--- config.mk ---
export PLATFORM = sky130hd
export DESIGN_NAME = ncb_host
export DESIGN_NICKNAME = d
export VERILOG_FILES = /design/src/verilog/unused_placeholder_none.sv /design/src/verilog/ncb_pkg.sv /design/src/verilog/ncb_host.sv
export VERILOG_INCLUDE_DIRS = /design/src /design/src/verilog
export SDC_FILE = /design/constraint.sdc
export NUM_CORES = 1
export LEC_CHECK = 0
export BUFFER_PORTS_ARGS = -buffer_cell sky130_fd_sc_hd__buf_4
export CAP_MARGIN = 20
export CORE_UTILIZATION = 40
export DETAILED_ROUTE_END_ITERATION = 10
export GPL_ROUTABILITY_DRIVEN = 0
export PLACE_DENSITY_LB_ADDON = 0.2
export SLEW_MARGIN = 5
export SYNTH_ARGS = -nofsm -noshare
export SYNTH_HDL_FRONTEND = slang
export SYNTH_SLANG_ARGS = --single-unit
--- constraint.sdc ---
create_clock -name clk -period 8 [get_ports clk]
set_input_delay 0.4 -clock clk [delete_from_list [all_inputs] [get_ports clk]]
set_output_delay 0.4 -clock clk [all_outputs]
set_load 0.05 [all_outputs]
--- src/verilog/ncb_map.svh ---
// constants for the host end of the numerics coprocessor bus
// assumes one clock, the coprocessor-side clock, shared with the far chip
`ifndef NCB_MAP_SVH
`define NCB_MAP_SVH
`define NCB_DATA_W    64
`define NCB_TAG_W     5
`define NCB_OP_W      16
`define NCB_STAT_W    6
`define NCB_TERM_W    2
`define NCB_OTYP_W    2
`define NCB_FIFO_D    8
`define NCB_RES_W     (`NCB_DATA_W + `NCB_TAG_W)
`endif

--- src/verilog/unused_placeholder_none.sv ---
`default_nettype none
`default_nettype wire

--- src/verilog/ncb_pkg.sv ---
// types for the host end of the numerics coprocessor bus
// assumes ncb_map.svh holds the sizes
`include "ncb_map.svh"
`default_nettype none
package ncb_pkg;
  typedef enum logic [2:0] {
    NCB_OWN_HOST = 3'b001,
    NCB_OWN_READ = 3'b010,
    NCB_OWN_COP  = 3'b100
  } ncb_own_t;
endpackage : ncb_pkg
`default_nettype wire

--- src/verilog/ncb_host.sv ---
// host end of the numerics coprocessor bus: micro-op issue, operand reads,
// result collection through a FIFO. assumes all pins synchronous to clk.
`include "ncb_map.svh"
`default_nettype none

// ----------------------------------------------------------------
// result fifo
// ----------------------------------------------------------------
module ncb_fifo #(
  parameter int WIDTH = `NCB_RES_W,
  parameter int DEPTH = `NCB_FIFO_D
) (
  input  wire logic             clk,
  input  wire logic             rstN,
  input  wire logic             inValid,
  output logic                  inReady,
  input  wire logic [WIDTH-1:0] inData,
  output logic                  outValid,
  input  wire logic             outReady,
  output logic [WIDTH-1:0]      outData
);
  localparam int AW = (DEPTH > 1) ? $clog2(DEPTH) : 1;
  if (DEPTH < 2 || (DEPTH & (DEPTH - 1)) != 0) begin : g_bad_depth
    $error("depth must be power of two");
  end
  logic [WIDTH-1:0] mem [DEPTH];
  logic [AW:0]      wrPtr;
  logic [AW:0]      rdPtr;
  logic             doWr;
  logic             doRd;
  assign doWr = inValid && inReady;
  assign doRd = outValid && outReady;
  assign inReady  = (wrPtr[AW] == rdPtr[AW]) || (wrPtr[AW-1:0] != rdPtr[AW-1:0]);
  assign outValid = (wrPtr != rdPtr);
  assign outData  = mem[rdPtr[AW-1:0]];
  always_ff @(posedge clk or negedge rstN) begin
    if (!rstN) begin
      wrPtr <= '0;
    end else if (doWr) begin
      wrPtr <= wrPtr + 1'b1;
    end
  end
  always_ff @(posedge clk or negedge rstN) begin
    if (!rstN) begin
      rdPtr <= '0;
    end else if (doRd) begin
      rdPtr <= rdPtr + 1'b1;
    end
  end
  always_ff @(posedge clk) begin
    if (doWr) begin
      mem[wrPtr[AW-1:0]] <= inData;
    end
  end
endmodule : ncb_fifo

// ----------------------------------------------------------------
// host controller
// ----------------------------------------------------------------
module ncb_host
  import ncb_pkg::*;
#(
  parameter int DATA_W = `NCB_DATA_W,
  parameter int TAG_W  = `NCB_TAG_W,
  parameter int DEPTH  = `NCB_FIFO_D
) (
  input  wire logic              clk,
  input  wire logic              reset_n,
  // user: micro-op issue
  input  wire logic              opValid,
  input  wire logic [`NCB_OP_W-1:0] opWord,
  output logic                   opReady,
  input  wire logic [`NCB_STAT_W-1:0] tagStatus,
  input  wire logic [`NCB_OTYP_W-1:0] outputType,
  input  wire logic              errHandshakeEn,
  // user: operand read
  input  wire logic              rdValid,
  input  wire logic [DATA_W-1:0] rdData,
  input  wire logic [TAG_W-1:0]  rdTag,
  input  wire logic              rdSpecCancel,
  output logic                   rdReady,
  // user: results
  output logic                   resValid,
  input  wire logic              resReady,
  output logic [DATA_W-1:0]      resData,
  output logic [TAG_W-1:0]       resTag,
  output logic [`NCB_TERM_W-1:0] termSeen,
  output logic                   noErrSeen,
  // pins
  output logic [`NCB_OP_W-1:0]   micro_op_bus,
  output logic [`NCB_STAT_W-1:0] tag_status_in,
  output logic [`NCB_OTYP_W-1:0] output_type_in,
  output logic                   host_read_request,
  output logic                   host_read_valid,
  input  wire logic              cop_write_request,
  input  wire logic              cop_write_valid,
  input  wire logic [`NCB_TERM_W-1:0] termination_out,
  input  wire logic              no_error_handshake,
  input  wire logic [DATA_W-1:0] shared_data_bus_i,
  output logic [DATA_W-1:0]      shared_data_bus_o,
  output logic                   shared_data_bus_oe,
  input  wire logic [TAG_W-1:0]  shared_tag_bus_i,
  output logic [TAG_W-1:0]       shared_tag_bus_o,
  output logic                   shared_tag_bus_oe
);
  if (DATA_W != `NCB_DATA_W || TAG_W != `NCB_TAG_W) begin : g_bad_width
    $error("bus widths are fixed");
  end

  // ----------------------------------------------------------------
  // reset release
  // ----------------------------------------------------------------
  logic rstMeta;
  logic rstN;
  always_ff @(posedge clk or negedge reset_n) begin
    if (!reset_n) begin
      rstMeta <= 1'b0;
      rstN    <= 1'b0;
    end else begin
      rstMeta <= 1'b1;
      rstN    <= rstMeta;
    end
  end

  // ----------------------------------------------------------------
  // micro-op issue and status pins
  // ----------------------------------------------------------------
  // one op per clock at most; op and its tag travel as one word
  assign opReady = rstN;
  always_ff @(posedge clk or negedge rstN) begin
    if (!rstN) begin
      micro_op_bus <= '0;
    end else begin
      micro_op_bus <= (opValid) ? opWord : '0;
    end
  end
  always_ff @(posedge clk or negedge rstN) begin
    if (!rstN) begin
      tag_status_in  <= '0;
      output_type_in <= '0;
    end else begin
      tag_status_in  <= tagStatus;
      output_type_in <= errHandshakeEn ? outputType : '0;
    end
  end
  always_ff @(posedge clk or negedge rstN) begin
    if (!rstN) begin
      termSeen  <= '0;
      noErrSeen <= 1'b0;
    end else begin
      termSeen  <= termination_out;
      noErrSeen <= errHandshakeEn && no_error_handshake;
    end
  end

  // ----------------------------------------------------------------
  // arbitration: request now, own next clock
  // ----------------------------------------------------------------
  ncb_own_t owner;
  ncb_own_t next_owner;
  logic     fifoReady;
  logic     readGo;
  logic [DATA_W-1:0] heldData;
  logic [TAG_W-1:0]  heldTag;
  logic              heldCancel;
  // a read is never held off: rdReady is the internal reset, and a read request
  // wins the bus over a coprocessor write; trade-off: no back-to-back stall on reads
  assign rdReady = rstN;
  assign readGo  = rdValid && rdReady;
  always_comb begin
    if (host_read_request) begin
      next_owner = NCB_OWN_READ;
    end else if (cop_write_request && fifoReady) begin
      next_owner = NCB_OWN_COP;
    end else begin
      next_owner = NCB_OWN_HOST;
    end
  end
  always_ff @(posedge clk or negedge rstN) begin
    if (!rstN) begin
      owner <= NCB_OWN_HOST;
    end else begin
      owner <= next_owner;
    end
  end
  always_ff @(posedge clk or negedge rstN) begin
    if (!rstN) begin
      host_read_request <= 1'b0;
      heldData          <= '0;
      heldTag           <= '0;
      heldCancel        <= 1'b0;
    end else begin
      host_read_request <= readGo;
      heldData          <= rdData;
      heldTag           <= rdTag;
      heldCancel        <= rdSpecCancel;
    end
  end

  // ----------------------------------------------------------------
  // data and tag drive
  // ----------------------------------------------------------------
  // host is bus default owner, so out of reset it drives whenever coprocessor is not granted
  always_ff @(posedge clk or negedge rstN) begin
    if (!rstN) begin
      host_read_valid    <= 1'b0;
      shared_data_bus_o  <= '0;
      shared_tag_bus_o   <= '0;
      shared_data_bus_oe <= 1'b0;
      shared_tag_bus_oe  <= 1'b0;
    end else begin
      host_read_valid    <= host_read_request && !heldCancel;
      shared_data_bus_o  <= host_read_request ? heldData : '0;
      shared_tag_bus_o   <= host_read_request ? heldTag : '0;
      shared_data_bus_oe <= (next_owner != NCB_OWN_COP);
      shared_tag_bus_oe  <= (next_owner != NCB_OWN_COP);
    end
  end

  // ----------------------------------------------------------------
  // result capture
  // ----------------------------------------------------------------
  logic capValid;
  // sample only in a granted clock with write valid; a dropped valid means the result is lost
  assign capValid = (owner == NCB_OWN_COP) && cop_write_valid;
  logic              fOutValid;
  logic [DATA_W+TAG_W-1:0] fOut;
  ncb_fifo #(.WIDTH(DATA_W + TAG_W), .DEPTH(DEPTH)) resFifo (
    .clk      (clk),
    .rstN     (rstN),
    .inValid  (capValid),
    .inReady  (fifoReady),
    .inData   ({shared_tag_bus_i, shared_data_bus_i}),
    .outValid (fOutValid),
    .outReady (!resValid || resReady),
    .outData  (fOut)
  );
  // fifo can go full while a grant is in flight: grant is only given when
  // ready, and one slot frees before refill only if drained; keep margin
  always_ff @(posedge clk or negedge rstN) begin
    if (!rstN) begin
      resValid <= 1'b0;
      resData  <= '0;
      resTag   <= '0;
    end else if (!resValid || resReady) begin
      resValid <= fOutValid;
      resData  <= fOut[DATA_W-1:0];
      resTag   <= fOut[DATA_W+TAG_W-1:DATA_W];
    end
  end

  // ----------------------------------------------------------------
  // checks
  // ----------------------------------------------------------------
  read_follow_a: assert property (@(posedge clk) disable iff (!rstN)
    host_read_valid |-> $past(host_read_request))
    else $error("read valid without request");
  read_wins_a: assert property (@(posedge clk) disable iff (!rstN)
    host_read_request && cop_write_request |=> owner == NCB_OWN_READ)
    else $error("write won over read");
  cop_owns_a: assert property (@(posedge clk) disable iff (!rstN)
    owner == NCB_OWN_COP |-> !shared_data_bus_oe && !shared_tag_bus_oe)
    else $error("host drove during coprocessor grant");
  idle_drive_a: assert property (@(posedge clk) disable iff (!rstN)
    $past(rstN) && !$past(host_read_request) && !$past(cop_write_request)
      |-> shared_data_bus_oe)
    else $error("idle bus not driven by host");
  cancel_drop_a: assert property (@(posedge clk) disable iff (!rstN)
    host_read_request && heldCancel |=> !host_read_valid)
    else $error("cancelled read marked valid");
  read_data_a: assert property (@(posedge clk) disable iff (!rstN)
    readGo |=> ##1 host_read_valid || $past(heldCancel) ##0 shared_data_bus_o == $past(rdData, 2))
    else $error("read data lost");
  read_tag_a: assert property (@(posedge clk) disable iff (!rstN)
    host_read_valid |-> shared_tag_bus_o == $past(heldTag) && shared_tag_bus_oe)
    else $error("tag does not match data");
  op_issue_a: assert property (@(posedge clk) disable iff (!rstN)
    opValid |=> micro_op_bus == $past(opWord))
    else $error("micro-op not issued");
  otyp_gate_a: assert property (@(posedge clk) disable iff (!rstN)
    !errHandshakeEn |=> output_type_in == '0)
    else $error("output type driven while disabled");
  cap_grant_a: assert property (@(posedge clk) disable iff (!rstN)
    capValid |-> $past(cop_write_request) && !$past(host_read_request))
    else $error("captured without grant");
  rd_cov: cover property (@(posedge clk) disable iff (!rstN) host_read_valid);
  wr_cov: cover property (@(posedge clk) disable iff (!rstN) capValid);
  clash_cov: cover property (@(posedge clk) disable iff (!rstN)
    host_read_request && cop_write_request);
  spec_cov: cover property (@(posedge clk) disable iff (!rstN)
    owner == NCB_OWN_COP && !cop_write_valid);
endmodule : ncb_host
`default_nettype wire

# Word level (Yosys, flattened, before mapping)
# Memories as Yosys holds them, arrays and structs flattened. A register that Yosys moved wholly into a read port is not among the register bits.
# Index checks and enable logic that the tools add are counted.
# totals
reg_bits	183
ram_bits	552
mem_count	1
inputBits	174
wordCells	47
# memory_table
name	words	word_bits	rd	rd_ports_with_merged_regs	wr	line	text
resFifo.mem	8	69	1	1	1	ncb_host.sv:26	logic [WIDTH-1:0] mem [DEPTH];
# classes
n_addsub	2
n_eq_ne	5
mux	8
n_reduce_logical	12
# op_table
op	n
64-bit 2-to-1 mux	1
16-bit 2-to-1 mux	1
4-bit by 1-bit adder with 4-bit output, second input constant	2
1-bit logical AND	7
3-bit 2-to-1 mux	2
5-bit 2-to-1 mux	1
4-bit != test	1
3-bit == test, second input constant	1
1-bit zero test	3
3-bit != test	1
3-bit != test, second input constant	1
1-bit logical OR	2
1-bit 2-to-1 mux	2
2-bit 2-to-1 mux	1
1-bit == test	1

# Longest topological paths before layout
# Gate-level depths: netlist of the first run.
# logic_depth
word_depth	6
ltp_mapped	8

# By module
# Synthesis of the first run repeated with hierarchy kept, for this count alone.
# unflattened
cells_unflattened	1290
area_unflattened_um2	29238.0
# modules_own_cells
module	cells_each	area_each_um2	instances
ncb_fifo	859	21274.2	1
ncb_host	431	7963.9	1

# Least setup slack after synthesis of the first run
# No wires, ideal clock.
# synth_timing
path_kind	register to output
start	register rstN, in the netlist opReady
end	output port rdReady
path_stages_with_launch	2
slack_ps	719
t_arrival_ps	6881
path_buffers	1
cell_sequence	dfrtp_1 buf_4
# synth_lines
item	line	text
start: declaration	ncb_host.sv:114	logic rstN;
start signal: assignment	ncb_host.sv:121	rstN <= rstMeta;
end: declaration	ncb_host.sv:81	output logic rdReady,
# No word-level cell between the ends.

# Worst setup path after layout of the first run
# layout_timing
start	register resFifo.rdPtr[0]
end	memory resFifo.mem[2][6] (netlist bit) (enable)
# layout_between
elab_chain_len	5
# layout_rtl
item	line	text
start: declaration	ncb_host.sv:28	logic [AW:0] rdPtr;
start signal: assignment	ncb_host.sv:47	rdPtr <= rdPtr + 1'b1;
3-bit != test	ncb_host.sv:33	assign inReady = (wrPtr[AW] == rdPtr[AW]) || (wrPtr[AW-1:0] != rdPtr[AW-1:0]);
1-bit logical OR	ncb_host.sv:33	
1-bit logical AND	ncb_host.sv:31	assign doWr = inValid && inReady;
1-bit 2-to-1 mux	ncb_host.sv:51	if (doWr) begin
1-bit 2-to-1 mux (implied by the code)	ncb_host.sv:52	mem[wrPtr[AW-1:0]] <= inData;
end: declaration	ncb_host.sv:26	
# No other way between the ends.

==> results.json, run 1 <==
{
  "status": "complete, no violations",
  "r2r_setup_slack_ns": 4.37,
  "max_freq_mhz": 275,
  "detail-route-antenna-nets": 0,
  "port_buffers": 345,
  "cts_tree": "built",
  "grt_overflow": 0,
  "async_flop_share": 0.313,
  "place_ws_ns": 4.33,
  "insertedDiodeCount": 0,
  "rows": 98,
  "setup_viol": 0,
  "busiest_layer": "met2",
  "grt_max_degree": 147,
  "route.detailed.drc": 0,
  "grt_setup_unrepaired": "no",
  "relSlewSlack": 0.257,
  "hold_slack_ns": 0.0334,
  "layout-drive-gt1-share": 0.233,
  "ys_seq_area_frac": 0.789,
  "use_met2": 0.308,
  "ff2ff_path_depth": 5,
  "cts-buffers-inserted": 85,
  "synth_warnings": 0,
  "clk_latency_ns": 0.63,
  "hold-path-cell-count": 1,
  "ys.flop_type": "edfxtp_1",
  "cts_resized": 0,
  "synth.most_common_cell": "edfxtp_1",
  "synth-edff-count": 552,
  "hold_class": "input port to flip-flop",
  "design_area_sq_um": 37000,
  "grt_pass1_vias": 16500,
  "tightest_slew_ns": 1.11,
  "tns_ns": 0,
  "p_leak_nw": 14.8,
  "die_area_sq_um": 73600,
  "synth_top_cells_by_area": "edfxtp_1, dfrtp_1, mux2i_1",
  "drt_first_pass_iters": 5,
  "place_area_sq_um": 32600,
  "crit_path_end_kind": "flip-flop",
  "die_h_um": 271,
  "clk_pin_slew_ns": 0.06,
  "final_util": 0.517,
  "cts.sinks": 804,
  "area_growth_pct": 27.7,
  "globalRouteMet3Util": 0.0353,
  "use_met1": 0.245,
  "arrival_ns": 3.87,
  "fin_crit_ns": 3.63,
  "cts_root_buf": "clkbuf_16",
  "finalNetCount": 2361,
  "ys_ff_latch": 804,
  "synthesis.area_sq_um": 29000,
  "vias_per_cell": 4.92,
  "die_x_um": 271,
  "antenna_found_initial": 6,
  "htreeDepth": 3,
  "grt_use_total": 0.184,
  "synth_nets": 1837,
  "fin_ws_ns": 4.37,
  "initial_utilization": 0.405,
  "coreArea_sq_um": 71600,
  "clk_path_buf_depth": 3,
  "yosys.area.top_type": "edfxtp_1",
  "vdd_ir_drop_max_uv": 327,
  "hold_viol": 0,
  "synth_cell_types": 42,
  "dp_hpwl_mm": 38.4,
  "num_vias": 15800,
  "setup.worst_path.class": "flip-flop to flip-flop",
  "power.density_nw_per_um2": 334,
  "synth_top_area_frac": 0.572,
  "drt-total-wl_mm": 67.9,
  "post-route-period-util": 0.454,
  "fin_skew_ns": 0.0255,
  "syn_area_per_cell_sq_um": 17.5,
  "avgRoutedWirePerCell_um": 21.2,
  "synth_common_cells": "edfxtp_1, mux2i_1, dfrtp_1, nand2_1, a22oi_1",
  "pin_count": 346,
  "worstPathMaxFanout": 41,
  "drv_slew": 0,
  "maxCapViolCount": 0,
  "cp-start-kind": "flip-flop",
  "first_iter_violations": 1071,
  "grt_pass1_wl_mm": 103,
  "critPathRequiredTime_ns": 8.24,
  "syn_inst": 1661
}
[logic make-up (layout without fill, tap and decap cells)]
logic type                 after synthesis  after routing  synth area share
AOI/OAI and AO/OA                      143            143            0.0371
xor gates and xnor gates                 8              8           0.00268
adders and majority gates                2              2          0.000863
buffers and inverters                   93            689            0.0171
DFF                                    804            804             0.789
muxes                                  280            280            0.0968
other                                    1              1          0.000129
and+or+nand+nor                        330            330            0.0559
[timing repair]
item | CTS | global route
hold buffers | 156 | 0
setup buffers | 0 | 0
hold endpoints to repair | 487 | 0
[worst max-delay path, cell delays in order (launching register included)]
cell and delay, ns:
dfrtp_4 0.80, xnor2_1 0.25, a41o_1 0.33, or2_4 0.30, nor2_4 0.83, buf_4 0.70
[cell type report]
type	instances	area, sq um
fillers	5895	34600
flip-flops and latches	804	22900
multi-input cells	764	5710
repair buffers	529	4450
clock buffers	109	2310
well taps	950	1190
clock inverters	50	482
inverters	1	3.75
[registers in the layout, summed over array words and instances (netlist names), 2 cells and up]
| register | count |
|---|---|
| resData | 64 |
| shared_data_bus_o | 64 |
| output_type_in | 2 |
| resFifo.rdPtr | 4 |
| resFifo.wrPtr | 4 |
| heldTag | 5 |
| owner | 3 |
| heldData | 64 |
| resTag | 5 |
| resFifo.mem | 552 |
| tag_status_in | 6 |
| termSeen | 2 |
| micro_op_bus | 16 |
| shared_tag_bus_o | 5 |
[path summary, 6_finish.rpt]
| check | startpoint | end |
|---|---|---|
| worst min register to register | opReady | shared_data_bus_o[47] |
| worst min-delay path | shared_data_bus_i[14] | resFifo.mem[5][14] |
| worst max register to register | resFifo.rdPtr[0] | resFifo.mem[2][6] |
| max in group asynchronous | opReady | resData[31] |
| min in group asynchronous | reset_n | opReady |
| worst max-delay path | resFifo.rdPtr[0] | resFifo.mem[2][6] |
[metrics by stage]
stage | cells | power [mW]
CTS | 3203 | 12.5
finish | 3207 | 12.4
global route | 3207 | 12.9
floorplan | 1661 | 7.47
global placement | 2888 | 8.49
detailed placement | 2888 | 8.53
[layout by cell type, fill, tap and decap left out, types with 2 or more instances in the layout]
| cell | n |
|---|---|
| bufinv_16 | 8 |
| buf_12 | 2 |
| and2_1 | 89 |
| buf_16 | 3 |
| clkbuf_1 | 17 |
| nor2_4 | 7 |
| xnor2_1 | 6 |
| clkinv_2 | 14 |
| dfrtp_4 | 2 |
| mux2_2 | 2 |
| clkinvlp_4 | 6 |
| buf_4 | 368 |
| clkinv_1 | 14 |
| nor2b_4 | 3 |
| mux2i_1 | 277 |
| nand2_1 | 141 |
| edfxtp_1 | 552 |
| clkbuf_8 | 5 |
| nand3_1 | 71 |
| inv_6 | 2 |
| clkinv_8 | 2 |
| clkinvlp_2 | 3 |
| clkbuf_16 | 87 |
| dlygate4sd3_1 | 156 |
| ha_1 | 2 |
| nand4_1 | 2 |
| nand2b_1 | 2 |
| dfrtp_1 | 249 |
| nor2b_1 | 2 |
| a22oi_1 | 138 |
[metal layers]
layer,part of all wire,wire length (um)
met2,0.49,33000
met3,0.051,3460
met1,0.44,30200
met4,0.017,1180
met5,0.0013,89
[where the power goes]
part,internal [mW],leakage (nW),total [mW],switching (mW)
sequential,4.80,8.07,5.06,0.257
combinational,1.22,5.40,3.43,2.22
clock,2.30,1.35,3.89,1.58
total,8.32,14.8,12.4,4.06
No activity file was read; power rests on OpenSTA's default activity.
==> inputs of run 2 (changes only) <==
clock period = 3.2 ns   (was 8 ns; I/O delays follow)
==> run 2 against run 1 <==
Combinational power rose to 2.6 times the previous value. Sequential power increased by 150%. First-iteration DRC count fell by 7.7%. Non-clock buffer count up 45. Highest routed layer unchanged. Via count is 2.5% higher. Clock power rose to 2.6 times the previous value. Largest cell class unchanged.
==> results.json, run 2 (synthesized netlist as in run 1, its figures left out) <==
{
  "antenna_found_initial": 11,
  "setup.worst_path.class": "flip-flop to flip-flop",
  "finalNetCount": 2406,
  "placed_cells": 2903,
  "multi_input_comb_area_sq_um": 5760,
  "die_area_sq_um": 73600,
  "dp_hpwl_mm": 39.3,
  "post-route-period-util": 0.818,
  "status": "complete, no violations",
  "vias_per_cell": 4.96,
  "clk_latency_ns": 0.64,
  "final_common_cell": "edfxtp_1",
  "cts-buffers-inserted": 85,
  "num_vias": 16200,
  "vdd_ir_drop_max_uv": 1140,
  "hold_slack_ns": 0.0774,
  "grt_max_degree": 135,
  "coreArea_sq_um": 71600,
  "drv_slew": 0,
  "setup_viol": 0,
  "seq_area_sq_um": 22900,
  "design_area_sq_um": 37800,
  "hold_viol": 0,
  "place_area_sq_um": 32900,
  "cp-start-kind": "flip-flop",
  "first_iter_violations": 988,
  "cts.sinks": 804,
  "cts_tree": "built",
  "fin_ws_ns": 0.582,
  "drt_first_pass_iters": 5,
  "cts_root_buf": "clkbuf_16",
  "power_mw": 31.6,
  "clk_pin_slew_ns": 0.06,
  "pin_count": 346,
  "clk_path_buf_depth": 3,
  "layout_common_cells": "edfxtp_1, buf_4, mux2i_1",
  "hold_class": "input port to flip-flop",
  "crit_path_end_kind": "flip-flop",
  "grt_pass1_vias": 16900,
  "tightest_slew_ns": 1.05,
  "arrival_ns": 3.12,
  "fin_skew_ns": 0.0343,
  "grt_overflow": 0,
  "initial_utilization": 0.405,
  "final_cells": 3260,
  "rows": 98,
  "fin_crit_ns": 2.62,
  "die_h_um": 271,
  "fill_cells": 5772,
  "grt_use_total": 0.186,
  "largest_reg_flops": 552,
  "grt_setup_unrepaired": "no",
  "avgRoutedWirePerCell_um": 20.9,
  "power.density_nw_per_um2": 835,
  "htreeDepth": 3,
  "drt-total-wl_mm": 68.3,
  "area_growth_pct": 30.3,
  "p_leak_nw": 15.2,
  "critPathRequiredTime_ns": 3.70,
  "die_x_um": 271,
  "maxCapViolCount": 0,
  "relSlewSlack": 0.298,
  "grt_pass1_wl_mm": 103,
  "detail-route-antenna-nets": 0,
  "layout-drive-gt1-share": 0.236,
  "final_util": 0.527,
  "port_buffers": 345,
  "max_freq_mhz": 382,
  "route.detailed.drc": 0,
  "place_ws_ns": 0.611,
  "tns_ns": 0,
  "worstPathMaxFanout": 57
}
-- run 2: changes by cell type in the layout (fill, tap and decap cells not counted), sizes merged, moves of 4 or more --
cell,change
dlygate4sd3,+34
buf,+11
clkbuf,+7
clkinvlp,-7
diode,+7
clkinv,-5
bufinv,+4
-- run 2: power breakdown --
group	switching [mW]	total (mW)	internal [mW]
clock network	3.99	10.2	6.23
registers	0.575	12.6	12.0
logic	5.59	8.75	3.16
total	10.2	31.6	21.4
-- run 2: timing repair --
| action | 4_1_cts | 5_1_grt |
|---|---|---|
| buffers inserted | 0 | 0 |
| hold endpoints to repair | 679 | 0 |
| resized for setup | 0 | 0 |
| hold buffers | 190 | 0 |
-- run 2: final cells by class --
| class | instances | area share |
|---|---|---|
| flip-flops and latches | 804 | 0.606 |
| multi-input cells | 764 | 0.152 |
| repair buffers | 574 | 0.131 |
| clock buffers | 116 | 0.0632 |
| well taps | 950 | 0.0315 |
| clock inverters | 44 | 0.0153 |
| diodes | 7 | 0.000464 |
| inverters | 1 | 0.0000994 |
-- run 2: critical path, cell delays in order (launching register included) --
cell	delay, ns
dfrtp_4	0.47
buf_4	0.75
buf_4	0.60
mux2i_1	0.26
a22oi_1	0.11
nand3_1	0.12
nand2_1	0.07
-- run 2: path summary, 6_finish.rpt --
path	from	endpoint	slack, ns	cells past startpoint
setup reg to reg	resFifo.rdPtr[0]	resData[59]	0.58	6
max in group asynchronous	opReady	shared_data_bus_o[9]	1.79	1
hold reg to reg	rstMeta	opReady	0.35	0
hold / removal	cop_write_valid	resFifo.wrPtr[0]	0.08	4
setup / recovery	resFifo.rdPtr[0]	resData[59]	0.58	6
min in group asynchronous	reset_n	rstMeta	0.42	3
-- run 2: per-layer routing --
metal / vias up / global-route usage / wire, um
li1: 7376 / - / -
met1: 8233 / 0.242 / 29700
met2: 448 / 0.316 / 33600
met3: 94 / 0.0407 / 3770
met4: 8 / 0.0448 / 1120
met5: - / 0 / 46
